<file path="config.mk">
export PLATFORM = sky130hd
export DESIGN_NAME = lsh_lin_slave
export DESIGN_NICKNAME = d
export VERILOG_FILES = /design/src/inc/lsh_pkg.sv /design/src/hw/lsh_lin_slave.sv
export SDC_FILE = /design/constraint.sdc
export NUM_CORES = 1
export LEC_CHECK = 0
export BUFFER_PORTS_ARGS = -buffer_cell sky130_fd_sc_hd__buf_2
export CAP_MARGIN = 20
export CELL_PAD_IN_SITES_DETAIL_PLACEMENT = 2
export CELL_PAD_IN_SITES_GLOBAL_PLACEMENT = 2
export CORE_ASPECT_RATIO = 1.1
export CORE_UTILIZATION = 30
export CTS_BUF_LIST = sky130_fd_sc_hd__clkbuf_2
export DETAILED_ROUTE_END_ITERATION = 6
export HOLD_SLACK_MARGIN = 0.02
export PLACE_DENSITY = 0.74
export SYNTH_ARGS = -nofsm -noshare
export SYNTH_HDL_FRONTEND = slang
export SYNTH_SLANG_ARGS = --single-unit
</file>
<file path="constraint.sdc">
create_clock -name aclk -period 15.61 [get_ports aclk]
set_input_delay 1.561 -clock aclk [delete_from_list [all_inputs] [get_ports aclk]]
set_output_delay 1.561 -clock aclk [all_outputs]
set_load 0.1 [all_outputs]
</file>
<file path="src/inc/lsh_pkg.sv">
// lsh_pkg: constants shared by the lin slave header checker.
// assumes a 50 MHz aclk and a 32-bit axi4-lite register port.
package lsh_pkg;
   // register byte offsets
   localparam logic [7:0] OFS_STATUS  = 8'h00;
   localparam logic [7:0] OFS_DATA    = 8'h04;
   localparam logic [7:0] OFS_CTRL2   = 8'h08;
   localparam logic [7:0] OFS_CTRL3   = 8'h0c;
   localparam logic [7:0] OFS_DIVMANT = 8'h10;
   localparam logic [7:0] OFS_DIVFRAC = 8'h14;
   localparam logic [7:0] OFS_HDRLEN  = 8'h18;
   // status fields
   localparam int ST_RXFULL  = 5;
   localparam int ST_OVERRUN = 4;
   localparam int ST_HDRERR  = 3;
   localparam int ST_FRMERR  = 1;
   // control 2 fields
   localparam int C2_RIE = 5;
   localparam int C2_RWU = 1;
   // control 3 fields
   localparam int C3_LINEN = 0;
   localparam int C3_SLV   = 1;
   localparam int C3_HDM   = 2;
   localparam int C3_ARS   = 3;
   localparam int C3_SFS   = 4;
   localparam int C3_DIVIDER_UPDATE_METHOD  = 5;
   localparam int C3_HDF   = 6;
   // reset values
   localparam logic [7:0]  RST_CTRL   = 8'h00;
   localparam logic [11:0] RST_DIV    = 12'h000;
   // protocol figures
   localparam logic [7:0]  SYNC_BYTE    = 8'h55;
   localparam logic [3:0]  BREAK_BITS   = 4'hb;
   localparam logic [3:0]  CHAR_LOW     = 4'ha;
   localparam logic [7:0]  HDR_MAX_BITS = 8'h39;
   localparam logic [12:0] OVS_STEP     = 13'h0010;
   localparam logic [3:0]  MID_SAMPLE   = 4'h7;
   localparam logic [2:0]  SYNC_EDGES   = 3'h4;
   // deviation limits in 128ths: flag at 21/128, bit-time floor 107/128
   localparam logic [4:0]  DEV_LIMIT    = 5'h15;
   localparam logic [7:0]  BIT_FLOOR    = 8'hd6;
   // axi responses
   localparam logic [1:0]  RESP_OKAY   = 2'h0;
   localparam logic [1:0]  RESP_SLVERR = 2'h2;

   typedef enum logic [2:0] {
      RX_IDLE, RX_START, RX_DATA, RX_STOP, RX_BRK, RX_MEAS, RX_SKIP
   } lsh_rx_e;
   typedef enum logic [1:0] {HP_NONE, HP_SYNC, HP_ID} lsh_hp_e;
endpackage

</file>
<file path="src/hw/lsh_lin_slave.sv">
// lsh_lin_slave: lin slave receive path with header checks and auto baud.
// assumes rx_pin is asynchronous; the cpu interrupt mask bits arrive on aclk.
`timescale 1ns/1ps
module lsh_lin_slave
   import lsh_pkg::*;
(
   // clock and reset
   input  wire logic        aclk,
   input  wire logic        aresetn,
   // axi4-lite write address and data
   input  wire logic [7:0]  s_axi_awaddr,
   input  wire logic        s_axi_awvalid,
   output      logic        s_axi_awready,
   input  wire logic [31:0] s_axi_wdata,
   input  wire logic [3:0]  s_axi_wstrb,
   input  wire logic        s_axi_wvalid,
   output      logic        s_axi_wready,
   // axi4-lite write response
   output      logic [1:0]  s_axi_bresp,
   output      logic        s_axi_bvalid,
   input  wire logic        s_axi_bready,
   // axi4-lite read
   input  wire logic [7:0]  s_axi_araddr,
   input  wire logic        s_axi_arvalid,
   output      logic        s_axi_arready,
   output      logic [31:0] s_axi_rdata,
   output      logic [1:0]  s_axi_rresp,
   output      logic        s_axi_rvalid,
   input  wire logic        s_axi_rready,
   // serial line and cpu side
   input  wire logic        rx_pin,
   input  wire logic [1:0]  irq_mask_bits,
   output      logic        rx_irq_req,
   output      logic        rate_tick
);
   // axi state
   logic        aw_full_q, w_full_q, bvalid_q, rvalid_q;
   logic [7:0]  awaddr_q;
   logic [31:0] wdata_q, rdata_q;
   logic [3:0]  wstrb_q;
   logic [1:0]  bresp_q, rresp_q;
   // control and status
   logic        rie_q, rwu_q, linen_q, slv_q, hdm_q, ars_q, sfs_q, divider_update_method_q, hdf_q;
   logic        hef_q, fef_q, ovr_q, rxfull_q, armed_q;
   logic [7:0]  rxdata_q, hdrlen_q;
   logic [11:0] nom_q, meas_q, baud_divider_q;
   // receiver
   logic        rxd_s1_q, rxd_s2_q, rxd_q;
   logic [12:0] acc_q;
   lsh_rx_e     rx_q;
   lsh_hp_e     hp_q;
   logic [3:0]  scnt_q, lowbits_q, tsub_q;
   logic [2:0]  bit_q, edge_q;
   logic [7:0]  shift_q;
   logic [14:0] mcnt_q, prev_q;
   logic        tmr_q;

   // bus decode
   wire        lin_mode  = linen_q & slv_q;
   wire        wr_go     = aw_full_q & w_full_q & ~bvalid_q;
   wire        rd_go     = s_axi_arvalid & ~rvalid_q;
   wire        wr_b0     = wr_go & wstrb_q[0];
   wire        wr_ctrl2  = wr_b0 & (awaddr_q == OFS_CTRL2);
   wire        wr_ctrl3  = wr_b0 & (awaddr_q == OFS_CTRL3);
   wire        wr_mant   = wr_b0 & (awaddr_q == OFS_DIVMANT);
   wire        wr_frac   = wr_b0 & (awaddr_q == OFS_DIVFRAC);
   wire        wr_map    = (awaddr_q[7:2] <= OFS_HDRLEN[7:2]) & (awaddr_q[1:0] == 2'h0);
   wire        rd_map    = (s_axi_araddr[7:2] <= OFS_HDRLEN[7:2]) & (s_axi_araddr[1:0] == 2'h0);
   wire        rd_status = rd_go & (s_axi_araddr == OFS_STATUS);
   wire        rd_data   = rd_go & (s_axi_araddr == OFS_DATA);
   wire        sw_sfs_clr = wr_ctrl3 & ~wdata_q[C3_SFS] & sfs_q;

   wire [7:0]  status_v = {2'h0, rxfull_q, ovr_q, hef_q, 1'b0, fef_q, 1'b0};
   wire [7:0]  ctrl2_v  = {2'h0, rie_q, 3'h0, rwu_q, 1'b0};
   wire [7:0]  ctrl3_v  = {1'b0, hdf_q, divider_update_method_q, sfs_q, ars_q, hdm_q, slv_q, linen_q};
   // divider update method 1 shows the nominal value, 0 the active one
   wire [11:0] div_rd   = divider_update_method_q ? nom_q : baud_divider_q;
   wire [7:0]  rd_byte  =
      (s_axi_araddr == OFS_STATUS)  ? status_v :
      (s_axi_araddr == OFS_DATA)    ? rxdata_q :
      (s_axi_araddr == OFS_CTRL2)   ? ctrl2_v :
      (s_axi_araddr == OFS_CTRL3)   ? ctrl3_v :
      (s_axi_araddr == OFS_DIVMANT) ? div_rd[11:4] :
      (s_axi_araddr == OFS_DIVFRAC) ? {4'h0, div_rd[3:0]} :
      (s_axi_araddr == OFS_HDRLEN)  ? hdrlen_q : 8'h00;

   assign s_axi_awready = ~aw_full_q & ~bvalid_q;
   assign s_axi_wready  = ~w_full_q & ~bvalid_q;
   assign s_axi_bvalid  = bvalid_q;
   assign s_axi_bresp   = bresp_q;
   assign s_axi_arready = ~rvalid_q;
   assign s_axi_rvalid  = rvalid_q;
   assign s_axi_rdata   = rdata_q;
   assign s_axi_rresp   = rresp_q;

   // 16x sample tick: fractional accumulator, one generator for the receiver and rate_tick
   wire [12:0] acc_sum   = acc_q + OVS_STEP;
   wire        div_ok    = lin_mode & (baud_divider_q != RST_DIV);
   wire        samp_tick = div_ok & (acc_sum >= {1'b0, baud_divider_q});
   assign rate_tick = samp_tick;

   // serial line events
   wire        fall     = rxd_q & ~rxd_s2_q;
   wire        bit_end  = samp_tick & (scnt_q == 4'hf);
   wire        stop_end = (rx_q == RX_STOP) & bit_end;
   wire        is_brk_chr = stop_end & (shift_q == 8'h00) & ~rxd_s2_q;
   wire        chr_done = (stop_end & ~is_brk_chr)
                        | ((rx_q == RX_BRK) & rxd_s2_q & (lowbits_q < BREAK_BITS));
   wire        chr_fe   = (rx_q == RX_BRK) | ~rxd_s2_q;
   wire        brk_det  = (rx_q == RX_BRK) & rxd_s2_q & (lowbits_q >= BREAK_BITS);

   // synch measurement checks
   wire [14:0] nom_cnt  = {baud_divider_q, 3'h0};
   wire [14:0] dif_cnt  = (mcnt_q >= nom_cnt) ? mcnt_q - nom_cnt : nom_cnt - mcnt_q;
   wire [21:0] dev_lhs  = {dif_cnt, 7'h00};
   wire [21:0] dev_rhs  = 22'(nom_cnt * DEV_LIMIT);
   wire [14:0] intv     = mcnt_q - prev_q;
   wire [21:0] bit_lhs  = {intv, 7'h00};
   wire [21:0] bit_rhs  = 22'(baud_divider_q * BIT_FLOOR);
   wire        meas_on  = (rx_q == RX_MEAS) & (edge_q != 3'h0);
   wire        meas_ovf = meas_on & (mcnt_q == 15'h7fff);
   wire        edge_n   = (rx_q == RX_MEAS) & fall & (edge_q != 3'h0);
   wire        bit_short = edge_n & (bit_lhs < bit_rhs);
   wire        last_edge = edge_n & (edge_q == SYNC_EDGES);
   wire        dev_big  = last_edge & (dev_lhs >= dev_rhs);
   wire        meas_err = meas_ovf | bit_short | dev_big;
   wire        meas_ok  = last_edge & ~meas_err;

   // header sequencing
   wire        tmr_en    = hdm_q | ars_q;
   wire        tmr_bit   = tmr_q & samp_tick & (tsub_q == 4'hf);
   wire        tout      = tmr_bit & (hdrlen_q >= HDR_MAX_BITS);
   wire        tout_blk  = tout & (hp_q == HP_SYNC) & ars_q;
   wire        sync_chr  = chr_done & (hp_q == HP_SYNC) & ~ars_q;
   wire        sync_bad  = sync_chr & (shift_q != SYNC_BYTE);
   wire        id_chr    = chr_done & (hp_q == HP_ID);
   wire        id_wake   = id_chr & hdm_q & ~chr_fe & rwu_q;
   // identifier mode holds back the synch byte; only the identifier is handed over
   wire        xfer      = chr_done & ~rwu_q & ~(hdm_q & (hp_q != HP_NONE))
                         | id_chr & hdm_q & (~rwu_q | id_wake);
   // break-only mode hands the break itself to software
   wire        brk_xfer  = brk_det & ~hdm_q & (~rwu_q | ~ars_q);
   wire        overrun   = (xfer | brk_xfer) & rxfull_q;
   wire        hdr_err   = sync_bad | meas_err | tout | overrun;
   // a data read after a status access clears; synch state must go first
   wire        seq_clr   = rd_data & armed_q;
   wire        clr_hef   = seq_clr & ~sfs_q;
   wire        tmr_stop  = id_chr | sync_bad | meas_err | overrun | tout
                         | (sw_sfs_clr & (hp_q == HP_SYNC));

   assign rx_irq_req = rie_q & (irq_mask_bits == 2'h0)
                     & (hef_q | rxfull_q | ovr_q | hdf_q);

   // axi handshake
   always_ff @(posedge aclk) begin
      if (!aresetn) begin
         aw_full_q <= 1'b0;
         w_full_q  <= 1'b0;
         bvalid_q  <= 1'b0;
         rvalid_q  <= 1'b0;
         awaddr_q  <= 8'h00;
         wdata_q   <= 32'h0000_0000;
         wstrb_q   <= 4'h0;
         bresp_q   <= RESP_OKAY;
         rdata_q   <= 32'h0000_0000;
         rresp_q   <= RESP_OKAY;
      end else begin
         if (s_axi_awvalid && s_axi_awready) begin
            aw_full_q <= 1'b1;
            awaddr_q  <= s_axi_awaddr;
         end
         if (s_axi_wvalid && s_axi_wready) begin
            w_full_q <= 1'b1;
            wdata_q  <= s_axi_wdata;
            wstrb_q  <= s_axi_wstrb;
         end
         if (wr_go) begin
            aw_full_q <= 1'b0;
            w_full_q  <= 1'b0;
            bvalid_q  <= 1'b1;
            bresp_q   <= wr_map ? RESP_OKAY : RESP_SLVERR;
         end else if (s_axi_bready) begin
            bvalid_q <= 1'b0;
         end
         if (rd_go) begin
            rvalid_q <= 1'b1;
            rdata_q  <= {24'h00_0000, rd_byte};
            rresp_q  <= rd_map ? RESP_OKAY : RESP_SLVERR;
         end else if (s_axi_rready) begin
            rvalid_q <= 1'b0;
         end
      end
   end

   // control registers
   always_ff @(posedge aclk) begin
      if (!aresetn) begin
         rie_q   <= RST_CTRL[C2_RIE];
         rwu_q   <= RST_CTRL[C2_RWU];
         linen_q <= RST_CTRL[C3_LINEN];
         slv_q   <= RST_CTRL[C3_SLV];
         hdm_q   <= RST_CTRL[C3_HDM];
         ars_q   <= RST_CTRL[C3_ARS];
         divider_update_method_q  <= RST_CTRL[C3_DIVIDER_UPDATE_METHOD];
      end else begin
         if (wr_ctrl2) begin
            rie_q <= wdata_q[C2_RIE];
            rwu_q <= wdata_q[C2_RWU];
         end else if (id_wake || (brk_det && !hdm_q && !ars_q)) begin
            rwu_q <= 1'b0;
         end else if (meas_ok && !hdm_q) begin
            rwu_q <= 1'b0;
         end
         if (wr_ctrl3) begin
            linen_q <= wdata_q[C3_LINEN];
            slv_q   <= wdata_q[C3_SLV];
            hdm_q   <= wdata_q[C3_HDM];
            ars_q   <= wdata_q[C3_ARS];
            divider_update_method_q  <= wdata_q[C3_DIVIDER_UPDATE_METHOD];
         end
      end
   end

   // status flags: a hardware set beats the software clear, except rxfull, which a data read clears even as a character arrives
   always_ff @(posedge aclk) begin
      if (!aresetn) begin
         hef_q    <= 1'b0;
         fef_q    <= 1'b0;
         ovr_q    <= 1'b0;
         rxfull_q <= 1'b0;
         hdf_q    <= 1'b0;
         armed_q  <= 1'b0;
         rxdata_q <= 8'h00;
         sfs_q    <= 1'b0;
      end else begin
         if (rd_status) begin
            armed_q <= 1'b1;
         end else if (rd_data) begin
            armed_q <= 1'b0;
         end
         if (hdr_err) begin
            hef_q <= 1'b1;
         end else if (clr_hef) begin
            hef_q <= 1'b0;
         end
         if (overrun) begin
            ovr_q <= 1'b1;
         end else if (seq_clr) begin
            ovr_q <= 1'b0;
         end
         if (xfer && chr_fe && !rwu_q) begin
            fef_q <= 1'b1;
         end else if (seq_clr) begin
            fef_q <= 1'b0;
         end
         if ((xfer || brk_xfer) && !rxfull_q) begin
            rxfull_q <= 1'b1;
            rxdata_q <= brk_xfer ? 8'h00 : shift_q;
         end else if (rd_data) begin
            rxfull_q <= 1'b0;
         end
         if ((brk_det && !hdm_q) || (id_chr && hdm_q && (!rwu_q || id_wake))) begin
            hdf_q <= 1'b1;
         end else if (rd_data) begin
            hdf_q <= 1'b0;
         end
         if ((brk_det && ars_q) || meas_ovf || meas_err || tout_blk) begin
            sfs_q <= 1'b1;
         end else if (meas_ok || sw_sfs_clr) begin
            sfs_q <= 1'b0;
         end
      end
   end

   // divider set: nominal, measured and active
   always_ff @(posedge aclk) begin
      if (!aresetn) begin
         nom_q  <= RST_DIV;
         meas_q <= RST_DIV;
         baud_divider_q <= RST_DIV;
         acc_q  <= 13'h0000;
      end else begin
         if (!div_ok) begin
            acc_q <= 13'h0000;
         end else if (samp_tick) begin
            acc_q <= acc_sum - {1'b0, baud_divider_q};
         end else begin
            acc_q <= acc_sum;
         end
         if (wr_frac) begin
            nom_q[3:0] <= wdata_q[3:0];
         end
         if (wr_mant) begin
            nom_q[11:4] <= wdata_q[7:0];
         end
         if (last_edge) begin
            meas_q <= mcnt_q[14:3];
         end
         // method 0 loads on the mantissa write; method 1 at the next break
         if (wr_mant && !divider_update_method_q) begin
            baud_divider_q <= {wdata_q[7:0], nom_q[3:0]};
         end else if (meas_ok && ars_q) begin
            baud_divider_q <= mcnt_q[14:3];
         end else if (brk_det && divider_update_method_q) begin
            baud_divider_q <= nom_q;
         end
      end
   end

   // header timer and phase
   always_ff @(posedge aclk) begin
      if (!aresetn) begin
         tmr_q    <= 1'b0;
         tsub_q   <= 4'h0;
         hdrlen_q <= 8'h00;
         hp_q     <= HP_NONE;
      end else begin
         if (brk_det) begin
            tmr_q    <= tmr_en;
            tsub_q   <= 4'h0;
            hdrlen_q <= 8'h00;
         end else if (tmr_stop) begin
            tmr_q <= 1'b0;
         end else if (tmr_q && samp_tick) begin
            tsub_q <= tsub_q + 4'h1;
            if (tsub_q == 4'hf) begin
               hdrlen_q <= hdrlen_q + 8'h01;
            end
         end
         if (brk_det) begin
            hp_q <= HP_SYNC;
         end else if (tout || sync_bad || meas_err || id_chr || sw_sfs_clr) begin
            hp_q <= HP_NONE;
         end else if (meas_ok || (sync_chr && !sync_bad)) begin
            hp_q <= HP_ID;
         end
      end
   end

   // serial receiver with break and synch measurement
   always_ff @(posedge aclk) begin
      if (!aresetn) begin
         rxd_s1_q  <= 1'b1;
         rxd_s2_q  <= 1'b1;
         rxd_q     <= 1'b1;
         rx_q      <= RX_IDLE;
         scnt_q    <= 4'h0;
         bit_q     <= 3'h0;
         shift_q   <= 8'h00;
         lowbits_q <= 4'h0;
         edge_q    <= 3'h0;
         mcnt_q    <= 15'h0000;
         prev_q    <= 15'h0000;
      end else begin
         rxd_s1_q <= rx_pin;
         rxd_s2_q <= rxd_s1_q;
         rxd_q    <= rxd_s2_q;
         if (samp_tick) begin
            scnt_q <= scnt_q + 4'h1;
         end
         if (tout_blk || (sw_sfs_clr && rx_q == RX_MEAS)) begin
            rx_q <= RX_IDLE;
         end else begin
            unique case (rx_q)
               RX_IDLE: begin
                  // blocked synch state holds reception off
                  if (fall && div_ok && !sfs_q) begin
                     rx_q   <= RX_START;
                     scnt_q <= 4'h0;
                  end
               end
               RX_START: begin
                  if (samp_tick && scnt_q == MID_SAMPLE) begin
                     rx_q   <= rxd_s2_q ? RX_IDLE : RX_DATA;
                     scnt_q <= 4'h0;
                     bit_q  <= 3'h0;
                  end
               end
               RX_DATA: begin
                  if (bit_end) begin
                     shift_q <= {rxd_s2_q, shift_q[7:1]};
                     bit_q   <= bit_q + 3'h1;
                     if (bit_q == 3'h7) begin
                        rx_q <= RX_STOP;
                     end
                  end
               end
               RX_STOP: begin
                  if (is_brk_chr) begin
                     rx_q      <= RX_BRK;
                     lowbits_q <= CHAR_LOW;
                  end else if (stop_end) begin
                     rx_q <= RX_IDLE;
                  end
               end
               RX_BRK: begin
                  if (rxd_s2_q) begin
                     rx_q   <= (lowbits_q >= BREAK_BITS && ars_q) ? RX_MEAS : RX_IDLE;
                     edge_q <= 3'h0;
                     mcnt_q <= 15'h0000;
                     prev_q <= 15'h0000;
                  end else if (bit_end && lowbits_q != 4'hf) begin
                     lowbits_q <= lowbits_q + 4'h1;
                  end
               end
               RX_MEAS: begin
                  // character reception stays off until the fifth edge
                  if (meas_on && !meas_ovf) begin
                     mcnt_q <= mcnt_q + 15'h0001;
                  end
                  if (meas_err) begin
                     rx_q <= RX_IDLE;
                  end else if (fall) begin
                     edge_q <= edge_q + 3'h1;
                     prev_q <= mcnt_q;
                     // the first edge cycle counts too, so eight bits read as eight bit times
                     if (edge_q == 3'h0) begin
                        mcnt_q <= 15'h0001;
                     end
                     if (last_edge) begin
                        rx_q <= RX_SKIP;
                     end
                  end
               end
               RX_SKIP: begin
                  if (rxd_s2_q) begin
                     rx_q <= RX_IDLE;
                  end
               end
            endcase
         end
      end
   end
endmodule // lsh_lin_slave

</file>
# After elaboration in Yosys (flattened, before gate mapping)
# Index checks and enable logic that the tools add are counted.
# totals
latch_bits	0
input_bits	62
register_bits	165
n_memories	0
rom_bits	0
output_inout_bits	43
ramBits	0
# classes
add_sub_neg	12
n_mux	77
eq_ne	40
n_mul	2
order_cmp	9
shift	0
bitwise	97
div_mod_pow	0
reduce_logical	84
# op_table
op	n
$mux 15	8
$mux 8	8
$and 1x1->1	60
$pmux 15 s2	2
$mux 12	4
$mux 3	16
$sub 15x15->15	3
$eq 8x5->1 const B	5
$eq 8x4->1 const B	4
$mux 4	7
$reduce_bool 2->1	14
$logic_and 1x1->1	23
$mux 1	23
$ge 22x20->1	1
$lt 22x20->1	1
$pmux 3 s7	1
$ne 2x2->1 const B	10
$or 1x1->1	20
$mul 12x7->19 const B	1
$mul 12x5->17 const B	1
$not 1->1	17
$logic_not 8->1	2
$pmux 4 s2	2
$add 15x1->15 const B	1
40 further kinds	87

# Logic depth before layout (Yosys ltp)
# logic_depth
word_depth	24
ltp_mapped	29
ltp_nobuf	28

# Least setup slack after synthesis
# OpenSTA, ideal clock, no wires.
# synth_path
kind	reg2reg
from	register baud_divider_q[5]
to	register baud_divider_q[5]
synth_period_minus_slack_ns	6.520
n_path_buf	1
setup_slack_ns	9.090
setup_ns	0.095
stages_incl_launch_ff	30
arrival_time_ns	6.424
path_cell_list	dfxtp_1 inv_1 ha_1 inv_1 fa_1 inv_1 fa_1 inv_1 fa_1 inv_1 ha_1 and3_1 a21oi_1 o21ai_0 or4_1 a311oi_1 o21bai_1 a21oi_1 xnor2_1 ha_1 nand2_1 nor3_1 nand3_1 nor4_1 nor4b_2 a21oi_2 and4b_1 buf_4 nand2_1 a221oi_1
# synth_between
elab_chain_cells	10
word_cells_on_any_way	18
# synth_rtl
element	line	source
start, declared	lsh_lin_slave.sv:46	logic [11:0] nom_q, meas_q, baud_divider_q;
start signal, assigned	lsh_lin_slave.sv:301	baud_divider_q <= {wdata_q[7:0], nom_q[3:0]};
start signal, assigned	lsh_lin_slave.sv:303	baud_divider_q <= mcnt_q[14:3];
start signal, assigned	lsh_lin_slave.sv:305	baud_divider_q <= nom_q;
$mul 12x7->19 (tied with other cells)	lsh_lin_slave.sv:119	wire [21:0] bit_rhs = 22'(baud_divider_q * BIT_FLOOR);
$lt 22x20->1 or $mux 15 (tied branches)	lsh_lin_slave.sv:123, lsh_lin_slave.sv:114	
$and 1x1->1 or $ge 22x20->1 (tied branches)	lsh_lin_slave.sv:123, lsh_lin_slave.sv:125	
$or 1x1->1 or $and 1x1->1 (tied branches)	lsh_lin_slave.sv:126, lsh_lin_slave.sv:125	
$or 1x1->1 *	lsh_lin_slave.sv:126	wire meas_err = meas_ovf | bit_short | dev_big;
$not 1->1 *	lsh_lin_slave.sv:127	wire meas_ok = last_edge & ~meas_err;
$and 1x1->1 *	lsh_lin_slave.sv:127	
$logic_and 1x1->1 *	lsh_lin_slave.sv:302	end else if (meas_ok && ars_q) begin
$mux 12	lsh_lin_slave.sv:302	
$mux 12	lsh_lin_slave.sv:300	if (wr_mant && !divider_update_method_q) begin
# Mark *: on every way between the ends. The rest lies on a longest branch, timed or not.
# A chain may end at the register's enable or synchronous reset.

# Final worst setup path
# layout_path
from	register baud_divider_q[5]
to	register baud_divider_q[0]
# Same word-level chain as after synthesis.

==> out/results.tsv <==
stage	metric	value	unit
clocking	worst-skew pair later-pin latency	0.88	ns
global_routing	Congestion Overflow GR	0	
pwr	switching power	266.5	uW
yosys	synth unique cells	92	
worst_setup_path	cell class contributing the biggest share of worst-path delay	simple AND/OR/NAND/NOR gates	
clocking	CTS tree	yes	
finish	ratio of cells with drive above 1 in the final layout	8.187	%
sta	post-route clock period utilization	57.21	%
run	MaxCap Viol Count	0	
pwr	Tot Pwr	769.1	uW
place	GP Congestion	0.8223	
finish	Storage cell area	3263	sq um
floorplanning	placement row count	82	
floorplanning	Die Area	47510	sq um
finish	area occupied by multi-input gates	9776	sq um
routing	DRT iter0 DRCs	397	
finish	final std cells w/o fill	2360	
routing	DR WL/cell	19.87	um
pwr	pwr dens	51.25	nW/um^2
yosys	mux share of post-synthesis cell area	5.517	%
worst_setup_path	slowest cell delay on critical path	0.72	ns
yosys	Seq/Total Area, Yosys	23.32	%
routing	DRT antenna net count	0	
yosys	Main synth FF type	dfxtp_1	
floorplanning	Die Ht	228.5	um
sta	skew final	0.03827	ns
worst_setup_path	startpoint types	register	
clocking	Resized cells post-CTS	0	
pwr	Flop pwr share	56.1	%
sta	slew margin rel.	42.79	%
sta	Final Hold Fails	0	
yosys	Post-Syn Area	13990	sq um
global_routing	first-pass GRT wire length	75000	um
finish	nets	2030	
finish	# fillers	5365	
place	dpl cell area	14760	sq um
yosys	adder and majority gate portion of the synthesized area	20.49	%
clocking	Clock H-tree levels	4	
clocking	Num CTS Buffers	17	
yosys	Async S/R FF share, synth	0	%
global_routing	largest net degree at the start of global routing	60	
yosys	syn avg cell area	8.093	sq um
sta	fin. max-slew vios	0	
clocking	CTS Hold Buffers Added	0	
yosys	post-synthesis simple-gate area fraction	19.31	%
yosys	Mapped Cells	1729	
floorplanning	num ports	105	
clocking	CTS clk-pin slew, worst paths	0.27	ns
routing	vias per cell	5.352	
worst_setup_path	Crit. End Element	register	
worst_setup_path	Worst EP required	16.42	ns
finish	final instance area	15010	sq um
worst_setup_path	critical path peak fanout	12	
worst_setup_path	most frequent CP cell	inv_1	
clocking	Bufs on Longest Clock Path	2	
sta	Fin Setup TNS	0	ns
pwr	clock share of power	31.0	%
worst_setup_path	critical path type	reg2reg	
global_routing	initial antenna violation count	2	
yosys	largest family of logic cells by synthesized area	adder cells	
worst_setup_path	crit path DAT	9.74	ns
routing	Post-Route WL	46900	um
yosys	Synth Area in XOR/XNOR	4.506	%
worst_setup_path	CP bufs+invs	5	
pwr	sw frac	34.65	%
routing	Pre-antenna DRT Iters	7	
global_routing	vias in the first global route	13700	
sta	Fmax	112.0	MHz
routing	Post-route DRC	0	
worst_setup_path	Crit-path slowest cell	dfxtp_1	
place	port bufs	51	
hold_path	HP Class	reg2reg	
finish	commonest cells after routing, fill and taps aside	ha_1, nor2_1, dfxtp_1, inv_1, a21oi_1	
yosys	Compound-Gate Fraction of Synth Area	19.27	%
floorplanning	starting density of the core	30.58	%
pwr	Leak Pwr	0.006659	uW
routing	via count	12630	
place	DP Cell Count	2326	
pwr	combinational cell fraction of total power	12.9	%
floorplanning	die width	207.9	um
clocking	clock sinks	163	
global_routing	GRT Total Usage	19.89	%
pwr	P_int	502.6	uW
sta	RSZ-0062 raised after global routing	false	
clocking	Root Buffer Master	clkbuf_2	
yosys	EDFF count, synth	0	
finish	commonest non-fill, non-tap cell in the layout	ha_1	
floorplanning	CORE AREA	45760	sq um
sta	Finish-stage setup viols	0	
sta	Tmin final	8.930	ns
sta	Tightest Pin Transition	0.8516	ns
yosys	synth warn	0	
status	status	finished, final reports clean	
place	HPWL after DPL	37660	um
finish	Area growth syn-to-layout	7.251	%
pwr	VDD IR-drop max	37.86	uV
clocking	postcts setup bufs	0	
yosys	#FFs+latches synth	163	
through the flow:
step / setup WS (ns) / hold slack, ns / util, %
floorplan: 9.090 / 0.3863 / -
global placement: 6.612 / 0.3891 / 32.25
CTS: 6.326 / 0.4829 / 32.73
detailed placement: 6.341 / 0.4212 / 32.25
finish: 6.680 / 0.4780 / 32.80
global route: 6.330 / 0.5084 / 32.80
state kept, by name (all words and copies together), names as in the netlist, 2 cells and up:
| signal | flops |
|---|---|
| bit_q | 3 |
| hdrlen_q | 8 |
| mcnt_q | 15 |
| edge_q | 3 |
| scnt_q | 4 |
| s_axi_rdata | 8 |
| awaddr_q | 8 |
| rx_q | 3 |
| shift_q | 8 |
| lowbits_q | 4 |
| baud_divider_q | 12 |
| hp_q | 2 |
| tsub_q | 4 |
| acc_q | 13 |
| wdata_q | 8 |
| prev_q | 15 |
| nom_q | 12 |
| rxdata_q | 8 |
area by class of cell:
cell class | instances | area share [%]
repair buffers | 69 | 2.734
well taps | 588 | 4.902
clock buffers | 18 | 0.6003
inverters | 160 | 4.002
flip-flops and latches | 163 | 21.74
clock inverters | 14 | 0.8670
multi-input cells | 1347 | 65.14
diodes | 1 | 0.01667
Yosys cell counts, drive strengths merged, types with 10 or more instances:
master	number	area (sq um)
nor2	180	685.7
ha	178	2227
dfxtp	163	3263
inv	160	600.6
a21oi	135	679.4
nand2	125	474.2
o21ai	96	484.2
mux2i	67	670.6
nand3	58	290.3
buf	47	317.8
xnor2	40	350.3
clkbuf	37	138.9
nor3	36	185.2
fa	32	640.6
xor2	32	280.3
nand2b	27	176.4
a211oi	24	180.2
nand4	22	143.9
a21o	21	157.7
nor2b	18	112.6
a31oi	16	100.1
and3	15	93.84
o21a	13	97.59
nor4	12	96.34
or3	11	68.82
a221oi	10	125.1
o21bai	10	75.07
worst min-delay path, stage by stage, from the launching register on:
cell and delay [ns]:
dfxtp_1 0.36, nand2_1 0.05, a21oi_1 0.06
logic make-up after synthesis:
family                   count (synthesis)
AO/OA/AOI/OAI                          416
adder cells (fa/ha/maj)                210
XOR/XNOR                                72
buffers and inverters                  244
flip-flops                             163
other                                    1
AND/OR/NAND/NOR                        549
multiplexers                            74
power groups by stage:
stage / Clock, uW / Combinational (uW) / Sequential (uW)
global route: 262 / 106 / 434
global placement: 0 / 97.7 / 439
detailed placement: 0 / 99.4 / 439
CTS: 249 / 99.7 / 432
floorplan: 0 / 72.5 / 449
finish: 238 / 99.2 / 432
final timing paths:
kind / from / endpoint / slack, ns / cells past startpoint
hold reg to reg: awaddr_q[0] / awaddr_q[0] / 0.48 / 2
setup / recovery: baud_divider_q[5] / baud_divider_q[0] / 6.68 / 28
setup reg to reg: baud_divider_q[5] / baud_divider_q[0] / 6.68 / 28
hold / removal: awaddr_q[0] / awaddr_q[0] / 0.48 / 2
layer usage:
layer | track usage [%] | part of all wire [%]
met4 | 6.273 | 2.5
met5 | 0 | 0.036
met1 | 23.60 | 44
met2 | 36.58 | 51
met3 | 2.775 | 2.8
(Power assumes the default switching activity.)
